$ cat src/hw/ssem_pkg.sv
package ssem_pkg;
  // Source indices inside the mask / store / event vectors
  localparam int SRC_VECTOR = 0;
  localparam int SRC_ADC    = 1;
  localparam int SRC_OFFSET = 2;
  localparam int SRC_GAIN   = 3;
  localparam int SRC_SPEED  = 4;
  localparam int SRC_ABZ    = 5;
  localparam int SRC_NONIUS = 6;
  localparam int NUM_SRC    = 7;
  // Stream status bit positions
  localparam int STREAM_WARN_BIT  = 0;
  localparam int STREAM_ERROR_BIT = 1;
  localparam int STREAM_WIDTH     = 2;
  // Vector threshold in percent of nominal amplitude
  localparam int VECTOR_MIN_PERCENT = 30;
  localparam int PERCENT_FULL       = 100;
  // Flag positions inside the per-flag vectors
  localparam int NUM_FLAG           = 10;
  localparam int FLAG_VECTOR        = 0;
  localparam int FLAG_SINE_ADC      = 1;
  localparam int FLAG_COSINE_ADC    = 2;
  localparam int FLAG_SINE_OFFSET   = 3;
  localparam int FLAG_COSINE_OFFSET = 4;
  localparam int FLAG_SINE_GAIN     = 5;
  localparam int FLAG_COSINE_GAIN   = 6;
  localparam int FLAG_SPEED         = 7;
  localparam int FLAG_ABZ           = 8;
  localparam int FLAG_NONIUS        = 9;
  // Reset values; all sources enabled
  localparam logic [9:0] FLAGS_RESET = 10'h000;
  localparam logic [6:0] FLAGS_ALL   = 7'h7F;
endpackage

$ cat src/hw/ssem_monitor.sv
`timescale 1ns/1ps
module ssem_monitor
  import ssem_pkg::*;
#(
  parameter int AMP_WIDTH = 16
) (
  input  wire logic                 clock,
  input  wire logic                 rst_b,
  // Live sensor conditions
  input  wire logic [AMP_WIDTH-1:0] vector_magnitude,
  input  wire logic [AMP_WIDTH-1:0] nominal_amplitude,
  input  wire logic                 sine_adc_over,
  input  wire logic                 cosine_adc_over,
  input  wire logic                 sine_offset_limit,
  input  wire logic                 cosine_offset_limit,
  input  wire logic                 sine_gain_limit,
  input  wire logic                 cosine_gain_limit,
  input  wire logic                 speed_fault,
  input  wire logic                 abz_fault,
  input  wire logic                 nonius_fault,
  input  wire logic                 rate_setting_changed,
  // Configuration, one mask and one store bit per source, then the two fault actions
  input  wire logic                 vector_mask,
  input  wire logic                 adc_mask,
  input  wire logic                 offset_mask,
  input  wire logic                 gain_mask,
  input  wire logic                 speed_mask,
  input  wire logic                 abz_mask,
  input  wire logic                 nonius_mask,
  input  wire logic                 vector_store,
  input  wire logic                 adc_store,
  input  wire logic                 offset_store,
  input  wire logic                 gain_store,
  input  wire logic                 speed_store,
  input  wire logic                 abz_store,
  input  wire logic                 nonius_store,
  input  wire logic                 hold_on_fault,
  input  wire logic                 tristate_on_fault,
  // Clearing of latched flags
  input  wire logic                 counter_reset_command,
  input  wire logic                 preset_pulse,
  // Status outputs
  output logic                      vector_flag,
  output logic                      sine_adc_flag,
  output logic                      cosine_adc_flag,
  output logic                      sine_offset_flag,
  output logic                      cosine_offset_flag,
  output logic                      sine_gain_flag,
  output logic                      cosine_gain_flag,
  output logic                      speed_flag,
  output logic                      abz_flag,
  output logic                      nonius_flag,
  output logic                      status_error,
  output logic                      position_error,
  output logic [STREAM_WIDTH-1:0]   stream_status_bits,
  output logic                      error_pin_n,
  output logic                      error_pin_n_oe,
  output logic                      abz_hold,
  output logic                      abz_tristate
);

  // Flag order: vec, sadc, cadc, soff, coff, sgain, cgain, speed, abz, nonius;
  // ten flags from seven sources, since three sources report per channel
  localparam int NFLAG = NUM_FLAG;

  logic [NFLAG-1:0] live;
  logic [NFLAG-1:0] gate;
  logic [NFLAG-1:0] keep;
  logic [NFLAG-1:0] flag;
  logic [NFLAG-1:0] next_flag;
  logic [STREAM_WIDTH-1:0] next_stream;
  logic             next_any;
  logic             any_fault;
  logic             next_hold;
  logic             next_tri;
  logic             vector_low;

  // Compare scaled values; widened to avoid overflow of the product
  function automatic logic below_percent(input logic [AMP_WIDTH-1:0] value,
                                         input logic [AMP_WIDTH-1:0] nominal);
    logic [AMP_WIDTH+7:0] lhs;
    logic [AMP_WIDTH+7:0] rhs;
    lhs = (AMP_WIDTH+8)'(value) * (AMP_WIDTH+8)'(PERCENT_FULL);
    rhs = (AMP_WIDTH+8)'(nominal) * (AMP_WIDTH+8)'(VECTOR_MIN_PERCENT);
    return lhs < rhs;
  endfunction

  // Vector test on the live magnitude; one noisy sample is enough to raise it
  assign vector_low = below_percent(vector_magnitude, nominal_amplitude);

  // Per-flag live condition; the sine and cosine pairs share one mask and store
  always_comb begin
    live[FLAG_VECTOR]        = vector_low;
    live[FLAG_SINE_ADC]      = sine_adc_over;
    live[FLAG_COSINE_ADC]    = cosine_adc_over;
    live[FLAG_SINE_OFFSET]   = sine_offset_limit;
    live[FLAG_COSINE_OFFSET] = cosine_offset_limit;
    live[FLAG_SINE_GAIN]     = sine_gain_limit;
    live[FLAG_COSINE_GAIN]   = cosine_gain_limit;
    live[FLAG_SPEED]         = speed_fault;
    // A rate or edge-interval change spoils the outputs like a real fault
    live[FLAG_ABZ]           = abz_fault | rate_setting_changed;
    live[FLAG_NONIUS]        = nonius_fault;
    // Source enables, copied to both flags of a pair
    gate[FLAG_VECTOR]        = vector_mask;
    gate[FLAG_SINE_ADC]      = adc_mask;
    gate[FLAG_COSINE_ADC]    = adc_mask;
    gate[FLAG_SINE_OFFSET]   = offset_mask;
    gate[FLAG_COSINE_OFFSET] = offset_mask;
    gate[FLAG_SINE_GAIN]     = gain_mask;
    gate[FLAG_COSINE_GAIN]   = gain_mask;
    gate[FLAG_SPEED]         = speed_mask;
    gate[FLAG_ABZ]           = abz_mask;
    gate[FLAG_NONIUS]        = nonius_mask;
    // Latch enables, copied the same way
    keep[FLAG_VECTOR]        = vector_store;
    keep[FLAG_SINE_ADC]      = adc_store;
    keep[FLAG_COSINE_ADC]    = adc_store;
    keep[FLAG_SINE_OFFSET]   = offset_store;
    keep[FLAG_COSINE_OFFSET] = offset_store;
    keep[FLAG_SINE_GAIN]     = gain_store;
    keep[FLAG_COSINE_GAIN]   = gain_store;
    keep[FLAG_SPEED]         = speed_store;
    keep[FLAG_ABZ]           = abz_store;
    keep[FLAG_NONIUS]        = nonius_store;
  end

  // Flags: live when store clear, sticky when set; a new fault beats the clear
  always_comb begin
    next_flag = flag;
    for (int i = 0; i < NFLAG; i++) begin
      if (gate[i] && live[i]) begin
        next_flag[i] = 1'h1;
      end else if (!keep[i]) begin
        next_flag[i] = 1'h0;
      end else if (counter_reset_command || preset_pulse) begin
        next_flag[i] = 1'h0;
      end else if (!gate[i]) begin
        // Dropping a mask also drops a stored flag, so a disabled source reads clean
        next_flag[i] = 1'h0;
      end
    end
  end

  // Condensed indications from the next flag state, so they line up with the flags
  always_comb begin
    next_any = |next_flag;
    next_stream[STREAM_WARN_BIT]  = next_flag[FLAG_SINE_OFFSET]
                                  | next_flag[FLAG_COSINE_OFFSET]
                                  | next_flag[FLAG_SINE_GAIN]
                                  | next_flag[FLAG_COSINE_GAIN];
    // The square-wave flag has no place in the stream status
    next_stream[STREAM_ERROR_BIT] = next_flag[FLAG_VECTOR]
                                  | next_flag[FLAG_SINE_ADC]
                                  | next_flag[FLAG_COSINE_ADC]
                                  | next_flag[FLAG_SPEED]
                                  | next_flag[FLAG_NONIUS];
    next_hold = next_any & hold_on_fault;
    next_tri  = next_any & tristate_on_fault;
  end

  // Flag register
  always_ff @(posedge clock or negedge rst_b) begin
    if (!rst_b) begin
      flag <= FLAGS_RESET;
    end else begin
      flag <= next_flag;
    end
  end

  // Indication registers; a config change reaches the outputs one clock late
  always_ff @(posedge clock or negedge rst_b) begin
    if (!rst_b) begin
      stream_status_bits <= '0;
      any_fault          <= 1'h0;
      abz_hold           <= 1'h0;
      abz_tristate       <= 1'h0;
    end else begin
      stream_status_bits <= next_stream;
      any_fault          <= next_any;
      abz_hold           <= next_hold;
      abz_tristate       <= next_tri;
    end
  end

  // Register-fed outputs
  assign vector_flag        = flag[FLAG_VECTOR];
  assign sine_adc_flag      = flag[FLAG_SINE_ADC];
  assign cosine_adc_flag    = flag[FLAG_COSINE_ADC];
  assign sine_offset_flag   = flag[FLAG_SINE_OFFSET];
  assign cosine_offset_flag = flag[FLAG_COSINE_OFFSET];
  assign sine_gain_flag     = flag[FLAG_SINE_GAIN];
  assign cosine_gain_flag   = flag[FLAG_COSINE_GAIN];
  assign speed_flag         = flag[FLAG_SPEED];
  assign abz_flag           = flag[FLAG_ABZ];
  assign nonius_flag        = flag[FLAG_NONIUS];
  assign status_error       = any_fault;
  assign position_error     = any_fault;
  // Open drain: only ever pulls low, so several devices may share the wire
  assign error_pin_n        = 1'h0;
  assign error_pin_n_oe     = any_fault;

endmodule

$ cat config.mk
export PLATFORM = sky130hd
export DESIGN_NAME = ssem_monitor
export DESIGN_NICKNAME = d
export VERILOG_FILES = /design/src/hw/ssem_pkg.sv /design/src/hw/ssem_monitor.sv
export SDC_FILE = /design/constraint.sdc
export NUM_CORES = 1
export LEC_CHECK = 0
export BUFFER_PORTS_ARGS = -buffer_cell sky130_fd_sc_hd__buf_2
export CORE_ASPECT_RATIO = 0.8
export CORE_UTILIZATION = 55
export DETAILED_ROUTE_END_ITERATION = 8
export HOLD_SLACK_MARGIN = 0.08
export PLACE_DENSITY = 0.81
export SKIP_CTS_REPAIR_TIMING = 1
export SLEW_MARGIN = 20
export SYNTH_ARGS = -nofsm -noshare
export SYNTH_HDL_FRONTEND = slang
export SYNTH_SLANG_ARGS = --single-unit
$ cat constraint.sdc
create_clock -name clock -period 4.3 [get_ports clock]
set_input_delay 0.215 -clock clock [delete_from_list [all_inputs] [get_ports clock]]
set_output_delay 0.215 -clock clock [all_outputs]
set_load 0.05 [all_outputs]
# ---- Yosys cells after proc, flatten, opt, wreduce, memory -nomap -nowiden
# Cells that the tools add are included.
# W data, S select, Z words.
dict set report word_totals {
  register_bits 15
  input_bits 62
  output_inout_bits 18
  wordCells 70
}
dict set report op_classes {
  n_mul 2
  order_cmp 1
  n_mux 40
  bitwise 10
  reduce_logical 12
}
# operator count
set op_table {}
lappend op_table {{$mux W1} 40}
lappend op_table {{$lt A23 B21 Y1} 1}
lappend op_table {{$mul A16 B5 Y21 const B} 1}
lappend op_table {{$mul A16 B4 Y20 const B} 1}
lappend op_table {{$logic_and A1 B1 Y1} 10}
lappend op_table {{$reduce_or A10 Y1} 1}
lappend op_table {{$or A1 B1 Y1} 8}
lappend op_table {{$and A1 B1 Y1} 2}
lappend op_table {{$logic_or A1 B1 Y1} 1}

# ---- Logic depth before layout (Yosys ltp)
dict set report depth {
  ltp_word 8
  ltp_mapped 21
  mapped_depth_nobuf 21
}

# ---- Worst setup path after synthesis
# Ideal clock, no wire load.
dict set report synth_timing {
  kind {input to register}
  startpoint {input port vector_magnitude[9]}
  endpoint {register abz_hold}
  setup_ns 0.119
  arrival_time_ns 4.203
  required_time_ns 4.181
  slack_ns -0.022
  path_stages 19
  n_path_buf 0
  cell_sequence {ha_1 ha_1 inv_1 fa_1 inv_1 ha_1 nand2_1 or3_1 a31o_1 a311oi_1 a21o_1 a21oi_1 xnor2_1 ha_1 o21ai_0 o21ai_0 a2111oi_4 or3_4 and2_1}
}
dict set report synth_via {
  elab_chain_len 6
}
# element line_no
set synth_rtl {}
lappend synth_rtl {{start, declared} ssem_monitor.sv:10} ;# input wire logic [AMP_WIDTH-1:0] vector_magnitude,
lappend synth_rtl {{$mul A16 B5 Y21} ssem_monitor.sv:83} ;# lhs = (AMP_WIDTH+8)'(value) * (AMP_WIDTH+8)'(PERCENT_FULL);
lappend synth_rtl {{$lt A23 B21 Y1} ssem_monitor.sv:85} ;# return lhs < rhs;
lappend synth_rtl {{$logic_and A1 B1 Y1} ssem_monitor.sv:132} ;# if (gate[i] && live[i]) begin
lappend synth_rtl {{$mux W1} ssem_monitor.sv:132}
lappend synth_rtl {{$reduce_or A10 Y1} ssem_monitor.sv:147} ;# next_any = |next_flag;
lappend synth_rtl {{named net next_any} ssem_monitor.sv:72} ;# logic next_any;
lappend synth_rtl {{$and A1 B1 Y1} ssem_monitor.sv:158} ;# next_hold = next_any & hold_on_fault;
lappend synth_rtl {{named net next_hold} ssem_monitor.sv:74} ;# logic next_hold;
lappend synth_rtl {{end signal, assigned} ssem_monitor.sv:181} ;# abz_hold <= next_hold;
lappend synth_rtl {{end, declared} ssem_monitor.sv:58} ;# output logic abz_hold,
# The timed path passes the listed nets, and every way through them passes these cells.

# ---- Worst setup path in the final report
dict set report layout_timing {
  startpoint {input port nominal_amplitude[2]}
  endpoint {register abz_hold}
}
dict set report layout_via {
  elab_chain_len 6
}
# element line_no
set layout_rtl {}
lappend layout_rtl {{start, declared} ssem_monitor.sv:11} ;# input wire logic [AMP_WIDTH-1:0] nominal_amplitude,
lappend layout_rtl {{$mul A16 B4 Y20} ssem_monitor.sv:84} ;# rhs = (AMP_WIDTH+8)'(nominal) * (AMP_WIDTH+8)'(VECTOR_MIN_PERCENT);
lappend layout_rtl {{$lt A23 B21 Y1} ssem_monitor.sv:85}
lappend layout_rtl {{$logic_and A1 B1 Y1} ssem_monitor.sv:132}
lappend layout_rtl {{$mux W1} ssem_monitor.sv:132}
lappend layout_rtl {{$reduce_or A10 Y1} ssem_monitor.sv:147}
lappend layout_rtl {{named net next_any} ssem_monitor.sv:72}
lappend layout_rtl {{$and A1 B1 Y1} ssem_monitor.sv:158}
lappend layout_rtl {{named net next_hold} ssem_monitor.sv:74}
# The timed path passes the listed nets, and every way through them passes these cells.

==> metrics.txt <==
# TYPE chip_impl_metric gauge
chip_impl_metric{name="ir_worst_vdd",unit="µV"} 299
chip_impl_metric{name="synthAdderAreaFrac",unit="%"} 47.8
chip_impl_metric{name="clock_insertion_delay_worst_skew",unit="ns"} 0.25
chip_impl_metric{name="clkSlewWorstSetupHoldPaths",unit="ns"} 0.06
chip_impl_metric{name="antennaDiodeCount",unit=""} 0
chip_impl_metric{name="grt_first_pass_wirelength",unit="µm"} 15300
chip_impl_metric{name="detail_route.iter0.violations",unit=""} 103
chip_impl_info{name="crit_slowest_cell",value="fa_1"} 1
chip_impl_metric{name="synth_nets",unit=""} 655
chip_impl_metric{name="first_global_vias",unit=""} 3678
chip_impl_metric{name="hold_viol",unit=""} 0
chip_impl_metric{name="drt_wl_total",unit="µm"} 9410
chip_impl_info{name="cts.root.buffer_cell",value="clkbuf_8"} 1
chip_impl_metric{name="core_area",unit="µm²"} 7060
chip_impl_metric{name="synthArstFlopShare",unit="%"} 100
chip_impl_metric{name="route.vias.total",unit=""} 3687
chip_impl_metric{name="worst_margin_pin_slew",unit="ns"} 0.748
chip_impl_metric{name="synth_sequential_area_ratio",unit="%"} 9.14
chip_impl_info{name="outcome",value="complete, no violations"} 1
chip_impl_metric{name="ant_nets",unit=""} 0
chip_impl_metric{name="timing.final.crit_period",unit="ns"} 4.21
chip_impl_metric{name="chipHeight",unit="µm"} 79.3
chip_impl_metric{name="min_period_over_period",unit="%"} 97.9
chip_impl_metric{name="post_drt_wl_per_cell",unit="µm"} 13.6
chip_impl_metric{name="floorplan.initialDensity",unit="%"} 58.2
chip_impl_metric{name="routabilityCongestion",unit=""} 0.835
chip_impl_info{name="critPathTopFamily",value="adder cells"} 1
chip_impl_metric{name="post-route-drc-count",unit=""} 0
chip_impl_info{name="combinational_family_with_the_most_area_after_synthesis",value="adder cells"} 1
chip_impl_metric{name="cellLeakagePower",unit="nW"} 2.99
chip_impl_metric{name="max_stage_delay",unit="ns"} 0.53
chip_impl_metric{name="synth-compound-area-share",unit="%"} 16.0
chip_impl_metric{name="nets",unit=""} 802
chip_impl_metric{name="dp_cells",unit=""} 685
chip_impl_metric{name="post_synth_num_cell_types",unit=""} 49
chip_impl_metric{name="synth_simple_gate_area_share",unit="%"} 10.2
chip_impl_metric{name="cts-htree-levels",unit=""} 1
chip_impl_metric{name="worstPathArrival",unit="ns"} 4.40
chip_impl_metric{name="route.detailed.vias_per_inst",unit=""} 5.32
chip_impl_metric{name="drive_gt1_share",unit="%"} 31.8
chip_impl_metric{name="finalSetupViolations",unit=""} 0
chip_impl_metric{name="utilization",unit="%"} 75.2
chip_impl_metric{name="synth.area.mux_share",unit="%"} 0
chip_impl_metric{name="synthesis.area_per_instance",unit="µm²"} 8.93
chip_impl_metric{name="global_route_usage_sum",unit="%"} 23.8
chip_impl_metric{name="synth-edff-count",unit=""} 0
chip_impl_info{name="dominantRegCellSynth",value="dfrtp_1"} 1
chip_impl_metric{name="netlist_area",unit="µm²"} 4110
chip_impl_metric{name="critPathRequiredTime",unit="ns"} 4.49
chip_impl_metric{name="syn_to_layout_area_delta",unit="%"} 29.2
chip_impl_metric{name="width_of_the_chip",unit="µm"} 98.6
chip_impl_metric{name="numCtsBuffers",unit=""} 3
chip_impl_metric{name="grt_antenna_before_repair",unit=""} 0
chip_impl_info{name="setup.worst_path.class",value="in2reg"} 1
chip_impl_metric{name="portBuffers",unit=""} 78
chip_impl_metric{name="synth-seq-cells",unit=""} 15
chip_impl_metric{name="cp.buffers_inverters",unit=""} 3
chip_impl_metric{name="clock_tree.buffer_depth",unit=""} 2
chip_impl_metric{name="path_max_fanout",unit=""} 4
chip_impl_info{name="cts_tree",value="built"} 1
chip_impl_metric{name="io_pins",unit=""} 80
chip_impl_metric{name="power.total",unit="mW"} 2.17
chip_impl_metric{name="cap_viol_max_count",unit=""} 0
chip_impl_metric{name="drt_pre_antenna_iters",unit=""} 4
chip_impl_metric{name="synth-xor-area-share",unit="%"} 6.39
chip_impl_metric{name="hold_slack",unit="ns"} 0.172
chip_impl_metric{name="report.final.slew_viol_count",unit=""} 0
chip_impl_metric{name="ys.warnings.count",unit=""} 0
chip_impl_info{name="setup.worst_path.start_class",value="primary input"} 1
chip_impl_metric{name="netlist_instances",unit=""} 460
chip_impl_metric{name="cts.sink_count",unit=""} 15
chip_impl_metric{name="detailedPlacementHpwl",unit="µm"} 7970
chip_impl_info{name="timing.critical_path.to_type",value="register"} 1
chip_impl_metric{name="timing.max_slew.rel_slack",unit="%"} 49.9
chip_impl_metric{name="final_cell_count_no_fill",unit=""} 693
chip_impl_metric{name="design.die.area",unit="µm²"} 7820
chip_impl_info{name="critical_path.cell_chain",value="buf_2 > buf_4 > fa_1 > fa_1 > inv_1 > fa_2 > nor2b_2 > o21ai_2 > a21oi_2 > o211a_1 > o21ai_1 > nand2_1 > a21oi_2 > xor2_1 > ha_1 > a211o_1 > a41o_1 > a2111oi_4 > or3_4 > and2_4"} 1
chip_impl_metric{name="clock-skew-final",unit="ns"} 0.00350
chip_impl_metric{name="grt.overflow.total",unit=""} 0
chip_impl_metric{name="grt_start_max_net_pins",unit=""} 16
chip_impl_metric{name="pwr_density_cell",unit="nW/µm²"} 408
chip_impl_metric{name="row_count",unit=""} 27
chip_impl_metric{name="max_freq",unit="GHz"} 0.238
chip_impl_info{name="min-delay-path-class",value="in2reg"} 1
-- flip-flops by register name (all words and copies together) (netlist names) --
signal and flops:
stream_status_bits 2, abz_hold 1, abz_tristate 1, flag 10, error_pin_n_oe 1
-- cell usage in the layout (no fill, tap or decap), types with 2 or more instances in the layout --
cell and instances:
a211oi_1 2, a21o_1 17, a21oi_1 16, a21oi_2 7, a31o_2 2, a31oi_1 6, and3_1 3, and4_1 3
buf_2 77, buf_4 67, buf_6 2, clkbuf_8 3, dfrtp_1 15, fa_1 39, ha_1 86, ha_2 2
ha_4 5, inv_1 98, inv_2 4, nand2_1 10, nand2b_1 5, nand3_1 5, nand4_1 3, nor2_1 20
nor2b_1 9, nor2b_2 2, nor3_1 4, o211a_1 2, o211ai_1 3, o21a_1 4, o21ai_0 8, o21ai_1 6
o21ai_2 5, o31ai_1 2, or2_2 2, or3_1 4, or3_4 2, xnor2_1 14, xor2_1 16
-- cell usage after synthesis, types with 3 or more instances --
library cell | count | area, µm²
o211ai_1 | 3 | 22.5
a21oi_1 | 23 | 115
nand4_1 | 3 | 18.8
nand2_1 | 10 | 37.5
inv_1 | 103 | 387
and4_1 | 3 | 26.3
xor2_1 | 16 | 140
and3_1 | 3 | 18.8
o21a_1 | 4 | 30.0
nor2_1 | 21 | 78.8
xnor2_1 | 14 | 123
ha_1 | 93 | 1160
buf_4 | 3 | 22.5
nand2b_1 | 5 | 31.3
nor2b_1 | 10 | 62.6
fa_1 | 40 | 801
a31oi_1 | 6 | 37.5
a211oi_1 | 3 | 22.5
dfrtp_1 | 15 | 375
nor3_1 | 5 | 25.0
or3_1 | 5 | 31.3
a21o_1 | 17 | 128
nand3_1 | 5 | 25.0
o21ai_0 | 18 | 90.1
-- layer usage --
layer	track usage, %	share of wire (%)
met4	4.18	0.90
met5	0	0
met3	2.46	3.1
met1	30.1	44
met2	44.4	52
-- kinds of logic after synthesis --
| group | after synthesis |
|---|---|
| flops | 15 |
| other cells | 1 |
| xor+xnor | 30 |
| fa+ha+maj | 133 |
| compound gates | 95 |
| simple gates | 78 |
| buf+inv | 108 |
-- path summary, 6_finish.rpt --
check                                    end  cells past startpoint            startpoint  slack (ns)
worst max register to register      abz_hold                      6               flag[4]        2.08
min in group asynchronous            flag[7]                      2                 rst_b        0.39
worst min-delay path            abz_tristate                      2     tristate_on_fault        0.17
worst max-delay path                abz_hold                     20  nominal_amplitude[2]        0.09
worst min register to register       flag[2]                      2               flag[2]        0.60
max in group asynchronous            flag[9]                      2                 rst_b        3.67
-- layout make-up --
| class | instances | area [µm²] |
|---|---|---|
| timing repair buffer | 147 | 921 |
| tap | 87 | 109 |
| sequential | 15 | 375 |
| multi-input combinational | 337 | 3470 |
| inverter | 103 | 390 |
| fill | 514 | 1750 |
| clock buffer | 4 | 45.0 |
-- report_power, final --
part | switching (mW) | internal [mW] | leakage, nW
Sequential | 0.00712 | 0.154 | 0.182
Combinational | 0.976 | 0.912 | 2.79
Clock | 0.0498 | 0.0657 | 0.0228
-- through the flow --
stage | instance area (µm²) | setup slack (ns) | setup TNS [ns]
after CTS | 5100 | -0.233 | -0.667
after detailed placement | 5060 | -0.474 | -1.86
after global placement | 5060 | -0.270 | -0.969
after global routing | 5310 | -0.0426 | -0.124
after floorplan | 4110 | 0.0276 | 0
final | 5310 | 0.0915 | 0
(Power assumes the default switching activity.)
